**config.mk**
```make
export PLATFORM = sky130hd
export DESIGN_NAME = dsc_top
export DESIGN_NICKNAME = d
export VERILOG_FILES = /design/src/inc/dsc_pkg.sv /design/src/core/dsc_ctl_decode.sv /design/src/core/dsc_sync.sv /design/src/core/dsc_top.sv
export VERILOG_INCLUDE_DIRS = /design/src /design/src/inc
export SDC_FILE = /design/constraint.sdc
export NUM_CORES = 1
export LEC_CHECK = 0
export ABC_AREA = 0
export BUFFER_PORTS_ARGS = -buffer_cell sky130_fd_sc_hd__buf_2
export CORE_MARGIN = 1
export CORE_UTILIZATION = 55
export CTS_CLUSTER_DIAMETER = 150
export CTS_CLUSTER_SIZE = 14
export DETAILED_ROUTE_END_ITERATION = 8
export GPL_ROUTABILITY_DRIVEN = 0
export PLACE_DENSITY = 0.85
export SLEW_MARGIN = 15
export SYNTH_ARGS = -nofsm -noshare
export SYNTH_HDL_FRONTEND = slang
export SYNTH_SLANG_ARGS = --single-unit
```
**constraint.sdc**
```tcl
create_clock -name MCLK -period 3.3 [get_ports MCLK]
set_input_delay 0.33 -clock MCLK [delete_from_list [all_inputs] [get_ports MCLK]]
set_output_delay 0.33 -clock MCLK [all_outputs]
set_load 0.1 [all_outputs]
```
**src/inc/dsc_defines.svh**
```systemverilog
// Contract
// - Rotation sense: 0 clockwise, 1 counter-clockwise, resets 0
// - Clockwise setting turns motor clockwise on positive speed
// - Changed rotation sense takes effect at next power-up
// - Restore bit 0 resets parameters, listed groups excepted
// - Restored values never written to nonvolatile memory
// - Factory defaults reset all, effective after power cycle
// - Cyclic registers need 32-bit access; 16-bit gives error
// - Cyclic writes need fieldbus channel assigned, not blocked
// - Control functions fire on rising edge only
// - Bit 8 disables, bit 9 enables; disable wins
// - Bit 10 quick stop beats bit 11 fault reset
// - Bit 13 halt beats 14 clear, 15 resume; 12 reserved
// - All-zero control field means power stage disable
// - Non-executable state requests ignored without answer
// - Mode fields evaluated only when toggle bit changed
// - All-zero mode byte skips data without error
`ifndef DSC_DEFINES_SVH
`define DSC_DEFINES_SVH

// Register addresses, in Modbus register units
`define DSC_ADDR_USER_RESTORE 16'h0410
`define DSC_ADDR_ROT_SENSE 16'h0618
`define DSC_ADDR_CMD_SHORT 16'h1B0A
`define DSC_ADDR_LONG_REF 16'h1B0C

// Register counts of one access
`define DSC_CNT_ONE 3'h1
`define DSC_CNT_PAIR 3'h2
`define DSC_CNT_BOTH 3'h4

// Field positions and limits
`define DSC_RESTORE_GO_BIT 0
`define DSC_RESTORE_MAX 16'h0007
`define DSC_ROT_MAX 16'h0001
`define DSC_ROT_RESET 1'h0
`define DSC_TOGGLE_BIT 7

// Operating state codes seen on DRIVE_STATE
`define DSC_ST_READY 4'h4
`define DSC_ST_SWITCHED_ON 4'h5
`define DSC_ST_OP_ENABLED 4'h6
`define DSC_ST_QSTOP_ACTIVE 4'h7
`define DSC_ST_FAULT 4'h9

`endif

```
**src/inc/dsc_pkg.sv**
```systemverilog
package dsc_pkg;

  // Bus slave states, one-hot
  typedef enum logic [1:0] {
    DSC_IDLE = 2'b01,
    DSC_ANSWER = 2'b10
  } dsc_bus_type;

endpackage : dsc_pkg

```
**src/core/dsc_ctl_decode.sv**
```systemverilog
`timescale 1ns/1ps
`include "dsc_defines.svh"
// Drive-control byte decoder: edges, precedence, executability
module dsc_ctl_decode (
  // Control bytes, new and previous
  input wire logic [7:0] ctl_new,
  input wire logic [7:0] ctl_prev,
  // Current operating state
  input wire logic [3:0] drive_state,
  // Requests to issue, combinational
  output logic power_stage_off,
  output logic power_stage_on,
  output logic quick_stop_request,
  output logic fault_clear_request,
  output logic halt_set,
  output logic halt_clear,
  output logic halt_resume
);

  // Rising edges of the control byte
  wire [7:0] rise = ctl_new & ~ctl_prev;
  // Empty field counts as a disable
  wire all_zero = (ctl_new == 8'h00);
  // Executability per state
  wire st_run = (drive_state == `DSC_ST_OP_ENABLED);
  wire st_on = st_run || (drive_state == `DSC_ST_SWITCHED_ON) ||
               (drive_state == `DSC_ST_QSTOP_ACTIVE);
  wire st_ready = (drive_state == `DSC_ST_READY) ||
                  (drive_state == `DSC_ST_SWITCHED_ON);
  wire st_fault = (drive_state == `DSC_ST_FAULT) ||
                  (drive_state == `DSC_ST_QSTOP_ACTIVE);
  // Raw requests after precedence
  wire off_raw = rise[0] || all_zero;
  wire on_raw = rise[1] && !rise[0];
  wire stop_raw = rise[2];
  wire clr_raw = rise[3] && !rise[2];
  wire hset_raw = rise[5];
  wire hclr_raw = rise[6] && !rise[5];
  wire hres_raw = rise[7] && !rise[5];

  // Drop what the state cannot execute, silently
  assign power_stage_off = off_raw && st_on;
  assign power_stage_on = on_raw && st_ready;
  assign quick_stop_request = stop_raw && st_run;
  assign fault_clear_request = clr_raw && st_fault;
  assign halt_set = hset_raw && st_run;
  assign halt_clear = hclr_raw && st_run;
  assign halt_resume = hres_raw && st_run;

endmodule : dsc_ctl_decode

```
**src/core/dsc_sync.sv**
```systemverilog
`timescale 1ns/1ps
// Two-stage synchroniser for levels from outside the clock domain
module dsc_sync #(
  parameter int WIDTH = 1
) (
  // Clock and reset
  input wire logic clk,
  input wire logic rst_n,
  // Levels
  input wire logic [WIDTH-1:0] async_in,
  output logic [WIDTH-1:0] sync_out
);

  // First stage, read only by the second
  logic [WIDTH-1:0] meta_q;

  // Two flops in series
  always_ff @(posedge clk or negedge rst_n) begin
    if (!rst_n) begin
      meta_q <= '0;
      sync_out <= '0;
    end else begin
      meta_q <= async_in;
      sync_out <= meta_q;
    end
  end

endmodule : dsc_sync

```
**src/core/dsc_top.sv**
```systemverilog
`timescale 1ns/1ps
`include "dsc_defines.svh"
// Parameter and cyclic command handling of the drive
module dsc_top (
  // Clock and reset
  input wire logic MCLK,
  input wire logic RST_N,
  // Register access request from the fieldbus stack
  input wire logic REQ_VALID,
  input wire logic REQ_WRITE,
  input wire logic [15:0] REQ_ADDR,
  input wire logic [2:0] REQ_COUNT,
  input wire logic [63:0] REQ_WDATA,
  input wire logic CHANNEL_OWNED,
  // Register access answer
  output logic REQ_READY,
  output logic RSP_VALID,
  output logic RSP_ERROR,
  output logic [15:0] RSP_RDATA,
  // Pins from persistent storage and service tool
  input wire logic NV_ROT_SENSE,
  input wire logic FACTORY_REQ,
  // Drive status from the state machine and speed loop
  input wire logic [3:0] DRIVE_STATE,
  input wire logic SPEED_NEG,
  // Persistent storage control
  output logic NV_SAVE,
  output logic NV_SAVE_ROT_SENSE,
  output logic USER_RESTORE,
  output logic FACTORY_RESTORE,
  output logic REBOOT_PENDING,
  // Rotation
  output logic ROT_SENSE_EFFECTIVE,
  output logic MOTOR_CW,
  // Drive-control pulses
  output logic POWER_STAGE_OFF,
  output logic POWER_STAGE_ON,
  output logic QUICK_STOP_REQUEST,
  output logic FAULT_CLEAR_REQUEST,
  output logic HALT_SET,
  output logic HALT_CLEAR,
  output logic HALT_RESUME,
  // Mode data handed to the mode machine
  output logic MODE_STROBE,
  output logic [6:0] MODE_CMD,
  output logic [15:0] SHORT_REF,
  output logic [31:0] LONG_REF
);

  // Bus slave state
  dsc_pkg::dsc_bus_type bus_q;
  dsc_pkg::dsc_bus_type bus_d;

  // Synchronised pins
  logic nv_rot_s;
  logic factory_s;
  // Factory request edge memory
  logic factory_prev_q;
  // Boot capture done flag
  logic booted_q;
  // Synchroniser fill after reset release
  logic [1:0] settle_q;
  // Capture edge: pin value has passed both flops, not their reset
  wire boot_now = settle_q[1] && !booted_q;

  // Working copies of parameters
  logic rot_sense_q;
  logic [2:0] restore_q;
  // Previous command word, control and toggle parts
  logic [7:0] ctl_prev_q;
  logic tog_prev_q;
  // Long reference as last written
  logic [31:0] long_q;

  // Decoded control requests
  logic off_c;
  logic on_c;
  logic stop_c;
  logic clr_c;
  logic hset_c;
  logic hclr_c;
  logic hres_c;

  // Pins from outside pass two flops
  dsc_sync #(
    .WIDTH(2)
  ) u_sync (
    .clk(MCLK),
    .rst_n(RST_N),
    .async_in({NV_ROT_SENSE, FACTORY_REQ}),
    .sync_out({nv_rot_s, factory_s})
  );

  // Request fields
  wire take = REQ_VALID && (bus_q == dsc_pkg::DSC_IDLE);
  wire [15:0] w_first = REQ_WDATA[63:48];
  wire [15:0] w_second = REQ_WDATA[47:32];
  wire [31:0] w_third = REQ_WDATA[31:0];

  // Address decode
  wire hit_restore = (REQ_ADDR == `DSC_ADDR_USER_RESTORE);
  wire hit_rot = (REQ_ADDR == `DSC_ADDR_ROT_SENSE);
  wire hit_cmd = (REQ_ADDR == `DSC_ADDR_CMD_SHORT);
  wire hit_long = (REQ_ADDR == `DSC_ADDR_LONG_REF);

  // Access width checks
  wire cnt_one = (REQ_COUNT == `DSC_CNT_ONE);
  wire cnt_pair = (REQ_COUNT == `DSC_CNT_PAIR);
  wire cnt_both = (REQ_COUNT == `DSC_CNT_BOTH);
  // Cyclic registers refuse anything but 32-bit words
  wire cmd_width_ok = cnt_pair || cnt_both;
  wire long_width_ok = cnt_pair;

  // Value range checks for parameter writes
  wire restore_ok = (w_first <= `DSC_RESTORE_MAX);
  wire rot_ok = (w_first <= `DSC_ROT_MAX);

  // Cyclic writes need the channel
  wire chan_ok = CHANNEL_OWNED;

  // Accepted write strobes
  wire wr_restore = take && REQ_WRITE && hit_restore && cnt_one &&
                    restore_ok;
  wire wr_rot = take && REQ_WRITE && hit_rot && cnt_one && rot_ok;
  wire wr_cmd = take && REQ_WRITE && hit_cmd && cmd_width_ok &&
                chan_ok;
  wire wr_long_only = take && REQ_WRITE && hit_long && long_width_ok &&
                      chan_ok;
  wire wr_long_both = wr_cmd && cnt_both;
  wire wr_long = wr_long_only || wr_long_both;

  // Accepted reads, parameters only
  wire rd_restore = take && !REQ_WRITE && hit_restore && cnt_one;
  wire rd_rot = take && !REQ_WRITE && hit_rot && cnt_one;

  // Anything else taken is an error
  wire req_ok = wr_restore || wr_rot || wr_cmd || wr_long_only ||
                rd_restore || rd_rot;
  wire req_err = take && !req_ok;

  // Read data mux
  wire [15:0] rd_data = rd_rot ? {15'h0000, rot_sense_q} :
                        rd_restore ? {13'h0000, restore_q} :
                        16'h0000;

  // Command word parts
  wire [7:0] ctl_new = w_first[15:8];
  wire [7:0] mode_byte = w_first[7:0];
  wire tog_new = mode_byte[`DSC_TOGGLE_BIT];
  // Mode data taken only on a toggle and a non-empty byte
  wire tog_changed = (tog_new != tog_prev_q);
  wire mode_empty = (mode_byte == 8'h00);
  wire mode_go = wr_cmd && tog_changed && !mode_empty;
  // Long reference paired with this command
  wire [31:0] long_use = cnt_both ? w_third : long_q;

  // Restore request from the restore register
  wire restore_go = wr_restore && w_first[`DSC_RESTORE_GO_BIT];
  // Factory request as a rising edge
  wire factory_go = factory_s && !factory_prev_q;

  // Bus slave next state
  always_comb begin
    bus_d = bus_q;
    unique case (bus_q)
      dsc_pkg::DSC_IDLE: begin
        if (REQ_VALID) begin
          bus_d = dsc_pkg::DSC_ANSWER;
        end
      end
      dsc_pkg::DSC_ANSWER: begin
        bus_d = dsc_pkg::DSC_IDLE;
      end
      default: begin
        bus_d = dsc_pkg::DSC_IDLE;
      end
    endcase
  end

  // Drive-control decoder
  dsc_ctl_decode u_ctl (
    .ctl_new(ctl_new),
    .ctl_prev(ctl_prev_q),
    .drive_state(DRIVE_STATE),
    .power_stage_off(off_c),
    .power_stage_on(on_c),
    .quick_stop_request(stop_c),
    .fault_clear_request(clr_c),
    .halt_set(hset_c),
    .halt_clear(hclr_c),
    .halt_resume(hres_c)
  );

  // Bus state and answer
  always_ff @(posedge MCLK or negedge RST_N) begin
    if (!RST_N) begin
      bus_q <= dsc_pkg::DSC_IDLE;
      REQ_READY <= 1'b0;
      RSP_VALID <= 1'b0;
      RSP_ERROR <= 1'b0;
      RSP_RDATA <= 16'h0000;
    end else begin
      bus_q <= bus_d;
      // Ready in the idle state only
      REQ_READY <= (bus_d == dsc_pkg::DSC_IDLE);
      RSP_VALID <= take;
      RSP_ERROR <= req_err;
      RSP_RDATA <= take ? rd_data : 16'h0000;
    end
  end

  // Power-up capture of persistent rotation sense
  always_ff @(posedge MCLK or negedge RST_N) begin
    if (!RST_N) begin
      settle_q <= 2'b00;
      booted_q <= 1'b0;
      ROT_SENSE_EFFECTIVE <= `DSC_ROT_RESET;
    end else begin
      // Count the synchroniser full before trusting its output
      settle_q <= {settle_q[0], 1'b1};
      if (boot_now) begin
        // Only once after release; later writes wait for next power-up
        booted_q <= 1'b1;
        ROT_SENSE_EFFECTIVE <= nv_rot_s;
      end
    end
  end

  // Working rotation sense parameter
  always_ff @(posedge MCLK or negedge RST_N) begin
    if (!RST_N) begin
      rot_sense_q <= `DSC_ROT_RESET;
    end else if (boot_now) begin
      rot_sense_q <= nv_rot_s;
    end else if (factory_go) begin
      rot_sense_q <= `DSC_ROT_RESET;
    end else if (wr_rot) begin
      rot_sense_q <= w_first[0];
    end
  end

  // Restore register, holds the last written value
  always_ff @(posedge MCLK or negedge RST_N) begin
    if (!RST_N) begin
      restore_q <= 3'h0;
    end else if (wr_restore) begin
      restore_q <= w_first[2:0];
    end
  end

  // Persistent storage strobes
  always_ff @(posedge MCLK or negedge RST_N) begin
    if (!RST_N) begin
      NV_SAVE <= 1'b0;
      NV_SAVE_ROT_SENSE <= `DSC_ROT_RESET;
      USER_RESTORE <= 1'b0;
      FACTORY_RESTORE <= 1'b0;
      REBOOT_PENDING <= 1'b0;
      factory_prev_q <= 1'b0;
    end else begin
      factory_prev_q <= factory_s;
      // Rotation sense is persistent: save on write or factory reset
      NV_SAVE <= booted_q && (wr_rot || factory_go);
      if (factory_go) begin
        NV_SAVE_ROT_SENSE <= `DSC_ROT_RESET;
      end else if (wr_rot) begin
        NV_SAVE_ROT_SENSE <= w_first[0];
      end
      // User restore hits working storage only, never a save
      USER_RESTORE <= restore_go;
      FACTORY_RESTORE <= booted_q && factory_go;
      // Something waits for the next power cycle
      if (booted_q && (factory_go || wr_rot)) begin
        REBOOT_PENDING <= 1'b1;
      end
    end
  end

  // Motor sense from speed sign and effective setting
  always_ff @(posedge MCLK or negedge RST_N) begin
    if (!RST_N) begin
      MOTOR_CW <= 1'b1;
    end else begin
      // Positive speed is clockwise unless inverted
      MOTOR_CW <= SPEED_NEG ^ ~ROT_SENSE_EFFECTIVE;
    end
  end

  // Previous control word, updated per accepted command write
  always_ff @(posedge MCLK or negedge RST_N) begin
    if (!RST_N) begin
      ctl_prev_q <= 8'h00;
      tog_prev_q <= 1'b0;
    end else if (wr_cmd) begin
      ctl_prev_q <= ctl_new;
      tog_prev_q <= tog_new;
    end
  end

  // Long reference store
  always_ff @(posedge MCLK or negedge RST_N) begin
    if (!RST_N) begin
      long_q <= 32'h0000_0000;
    end else if (wr_long) begin
      long_q <= cnt_both ? w_third : REQ_WDATA[63:32];
    end
  end

  // Drive-control pulses, one cycle per accepted edge
  always_ff @(posedge MCLK or negedge RST_N) begin
    if (!RST_N) begin
      POWER_STAGE_OFF <= 1'b0;
      POWER_STAGE_ON <= 1'b0;
      QUICK_STOP_REQUEST <= 1'b0;
      FAULT_CLEAR_REQUEST <= 1'b0;
      HALT_SET <= 1'b0;
      HALT_CLEAR <= 1'b0;
      HALT_RESUME <= 1'b0;
    end else begin
      POWER_STAGE_OFF <= wr_cmd && off_c;
      POWER_STAGE_ON <= wr_cmd && on_c;
      QUICK_STOP_REQUEST <= wr_cmd && stop_c;
      FAULT_CLEAR_REQUEST <= wr_cmd && clr_c;
      HALT_SET <= wr_cmd && hset_c;
      HALT_CLEAR <= wr_cmd && hclr_c;
      HALT_RESUME <= wr_cmd && hres_c;
    end
  end

  // Mode data hand-over, consistent set per toggle
  always_ff @(posedge MCLK or negedge RST_N) begin
    if (!RST_N) begin
      MODE_STROBE <= 1'b0;
      MODE_CMD <= 7'h00;
      SHORT_REF <= 16'h0000;
      LONG_REF <= 32'h0000_0000;
    end else begin
      MODE_STROBE <= mode_go;
      if (mode_go) begin
        MODE_CMD <= mode_byte[6:0];
        SHORT_REF <= w_second;
        LONG_REF <= long_use;
      end
    end
  end

endmodule : dsc_top

```
==> impl_metrics.csv <==
group,metric,value,unit
status,run_status,"completed",
global_routing,antenna_violations_before_repair,0,
global_routing,use_met3,6.62,%
timing,worstMarginPinSlew,783,ps
cells_and_area,drive_gt1_share,49.0,%
synth,synthFlopType,"sky130_fd_sc_hd__dfrtp_1",
routing,wl_per_cell,18.0,microns
critical_path,arrival,2850,ps
die,die_x,106,microns
critical_path,endpoint_kind,"flip-flop",
clocking,cts.path.max_buffers,2,
timing,max_clock_freq,407,MHz
routing,drc,0,
cells_and_area,mostFrequentLayoutCell,"sky130_fd_sc_hd__buf_2",
critical_path,worstPathCellList,"nand3b_4, nor4_4, nand3_1, a21oi_4, buf_4, mux2_2",
power,power.static_leakage,3.89,nW
clocking,worst_skew_pair.late_latency,520,ps
routing,drt_first_iter_violations,226,
timing,slew-limit-headroom,47.8,%
synth,yosys_warnings,0,
clocking,clk_pin_slew_worst_paths,60,ps
synth,seq_area_frac_synth,54.7,%
cells_and_area,insertedDiodeCount,0,
placed_design,port_buffers,170,
die,initial_utilization,57.2,%
global_routing,grtUsageMet2,45.7,%
worst_hold_path,worstHoldPathType,"input pin to flip-flop",
cells_and_area,finalNetCount,732,
global_routing,grt_max_degree,90,
synth,postSynthRegisterBits,130,
die,die_footprint,11200,sq um
clocking,htreeDepth,4,
power,power_per_cell_area,512,nW/um^2
timing,timing.clock.skew,7.95,ps
routing,antenna_left,0,
synth,synthesis.instances,462,
clocking,clkSinkCount,130,
routing,vias,4427,
placed_design,dp_hpwl,9600,microns
cells_and_area,final.fill_count,735,
cells_and_area,area_used_by_multi_input_combinational_logic,2450,sq um
synth,ys_async_sr_fraction,100,%
global_routing,layer_carrying_the_most_global_route_usage,"met2",
die,core_region_area,10400,sq um
timing,drv_slew,0,
critical_path,critical_path.max_stage_delay,550,ps
placed_design,post-place-ws,846,ps
run,max_cap_viol_count,0,
die,die_boundary_height,106,microns
global_routing,grt_pass1_wl,23500,microns
critical_path,critPathLaunchType,"flip-flop",
synth,yosysUniqueCellTypes,46,
timing,setup-violations-final,0,
critical_path,crit_path_top_delay_cell,"sky130_fd_sc_hd__dfstp_2",
timing,totalNegativeSetupSlack,0,ps
synth,syn_area_per_cell,12.9,sq um
timing,timing.final.hold_violations,0,
routing,via_per_inst,5.64,
synth,synth_edf_count,0,
die,core.rowCount,37,
power,vdd.ir_drop.worst,0.301,mV
clocking,tritoncts.num_buffers,17,
global_routing,use_met1,34.2,%
synth,syn_area,5960,sq um
routing,wirelength,14100,microns
cells_and_area,synthToLayoutAreaGrowth,25.2,%
timing,setup_repair_after_global_routing_missed_its_margin,"false",
global_routing,groute.usage.overall,27.4,%
timing,finalWorstSetupSlack,844,ps
timing,whs,63.2,ps
cells_and_area,most-common-layout-cells,"169 x sky130_fd_sc_hd__buf_2, 128 x sky130_fd_sc_hd__dfrtp_1, 57 x sky130_fd_sc_hd__mux2_2",
cells_and_area,register_area,3260,sq um
global_routing,grt.overflow.total,0,
timing,layout_worst_path_cycle_share,74.4,%
global_routing,via_count_of_the_first_global_routing_pass,4639,
die,floorplan.io_pins,184,
timing,final_critical_delay_including_setup_and_external_delays,2460,ps
critical_path,kind_of_critical_path,"flip-flop to flip-flop",
cells_and_area,fin_util,71.6,%
clocking,tritoncts_clock_tree,"done",
clocking,cts_root_buffer,"sky130_fd_sc_hd__clkbuf_8",
critical_path,critPathRequiredTime,3700,ps
clocking,post_cts.resized_instances,0,
critical_path,crit_fanout,32,
routing,first_pass_drt_iterations,4,
[final cells by class]
type	instances	area share, %
clock buffers	22	6.34
clock inverters	9	1.73
inverters	7	0.352
multi-input cells	299	32.8
flip-flops and latches	130	43.7
well taps	136	2.28
repair buffers	182	12.8
[cell usage after synthesis, drive strengths merged, types with 2 or more instances]
cell type | count | area share, %
dfrtp | 128 | 54
mux2 | 97 | 21
nor2 | 41 | 2.6
nor3 | 37 | 3.1
o22ai | 33 | 3.5
buf | 28 | 4.2
clkbuf | 10 | 0.63
nor4 | 9 | 2.0
nand2 | 8 | 0.50
inv | 7 | 0.44
nor2b | 7 | 0.74
and2 | 6 | 0.63
nand3 | 6 | 0.50
nand4 | 4 | 0.42
nor3b | 4 | 0.59
nor4b | 4 | 0.59
a21oi | 3 | 0.32
and4 | 2 | 0.32
conb | 2 | 0.13
dfstp | 2 | 0.88
nand2b | 2 | 0.21
nand3b | 2 | 0.46
nand4b | 2 | 0.29
o21ai | 2 | 0.17
or2 | 2 | 0.21
or3 | 2 | 0.21
xor2 | 2 | 0.29
[metrics by stage]
| stage | cell area (sq um) | cells | power (mW) |
|---|---|---|---|
| after floorplan | 6000 | 474 | 1.84 |
| after global placement | 6820 | 750 | 1.96 |
| after detailed placement | 6820 | 750 | 1.96 |
| after CTS | 7460 | 785 | 3.86 |
| after global routing | 7460 | 785 | 3.95 |
| final | 7460 | 785 | 3.82 |
[layer usage]
metal  part of all wire (%)  vias to the layer above
met1                     41                     2240
li1                       -                     1995
met4                    2.1                        0
met3                    5.6                       28
met2                     51                      164
met5                      0                        -
[worst max-delay path, delay by kind of cell, from the launching register on]
kind            cells  cell delay [ps]
flops               1              550
simple gates        3              730
mux                 1              410
buf+inv             1              470
compound gates      1              170
[cell families (layout without fill, tap and decap cells)]
kind of cell | Yosys count | in the layout | synth area share, %
other | 2 | 14 | 0.126
buffers and inverters | 45 | 220 | 5.23
AND/OR/NAND/NOR | 142 | 142 | 14.0
multiplexers | 98 | 98 | 21.0
XOR/XNOR | 3 | 3 | 0.441
AO/OA/AOI/OAI | 42 | 42 | 4.50
flip-flops | 130 | 130 | 54.7
[path summary, 6_finish.rpt]
kind	from	to	slack, ps	cells past startpoint
min in group asynchronous	RST_N	SHORT_REF[0]	430	2
hold / removal	REQ_WDATA[45]	SHORT_REF[13]	60	2
hold reg to reg	u_sync.meta_q[1]	u_sync.sync_out[1]	350	0
max in group asynchronous	RST_N	SHORT_REF[5]	2020	3
setup reg to reg	bus_q[0]	SHORT_REF[10]	840	6
setup / recovery	bus_q[0]	SHORT_REF[10]	840	6
[registers in the layout, summed over array words and instances (netlist names), 2 cells and up]
name and count:
MODE_CMD 7, bus_q 2, u_sync.meta_q 2, settle_q 2
long_q 32, RSP_RDATA 3, LONG_REF 32, u_sync.sync_out 2
restore_q 3, ctl_prev_q 7, SHORT_REF 16
[report_power, final]
group / switching [mW] / internal, mW / total [mW]
sequential: 0.00626 / 1.61 / 1.62
combinational: 0.238 / 0.0836 / 0.322
clock: 0.656 / 1.22 / 1.88
total: 0.900 / 2.92 / 3.82
[what timing repair did]
| item | 4_1_cts | 5_1_grt |
|---|---|---|
| setup buffers | 0 | 0 |
| endpoints found under the hold margin | 88 | 0 |
| hold buffers | 4 | 0 |
No activity file was read; power rests on OpenSTA's default activity.
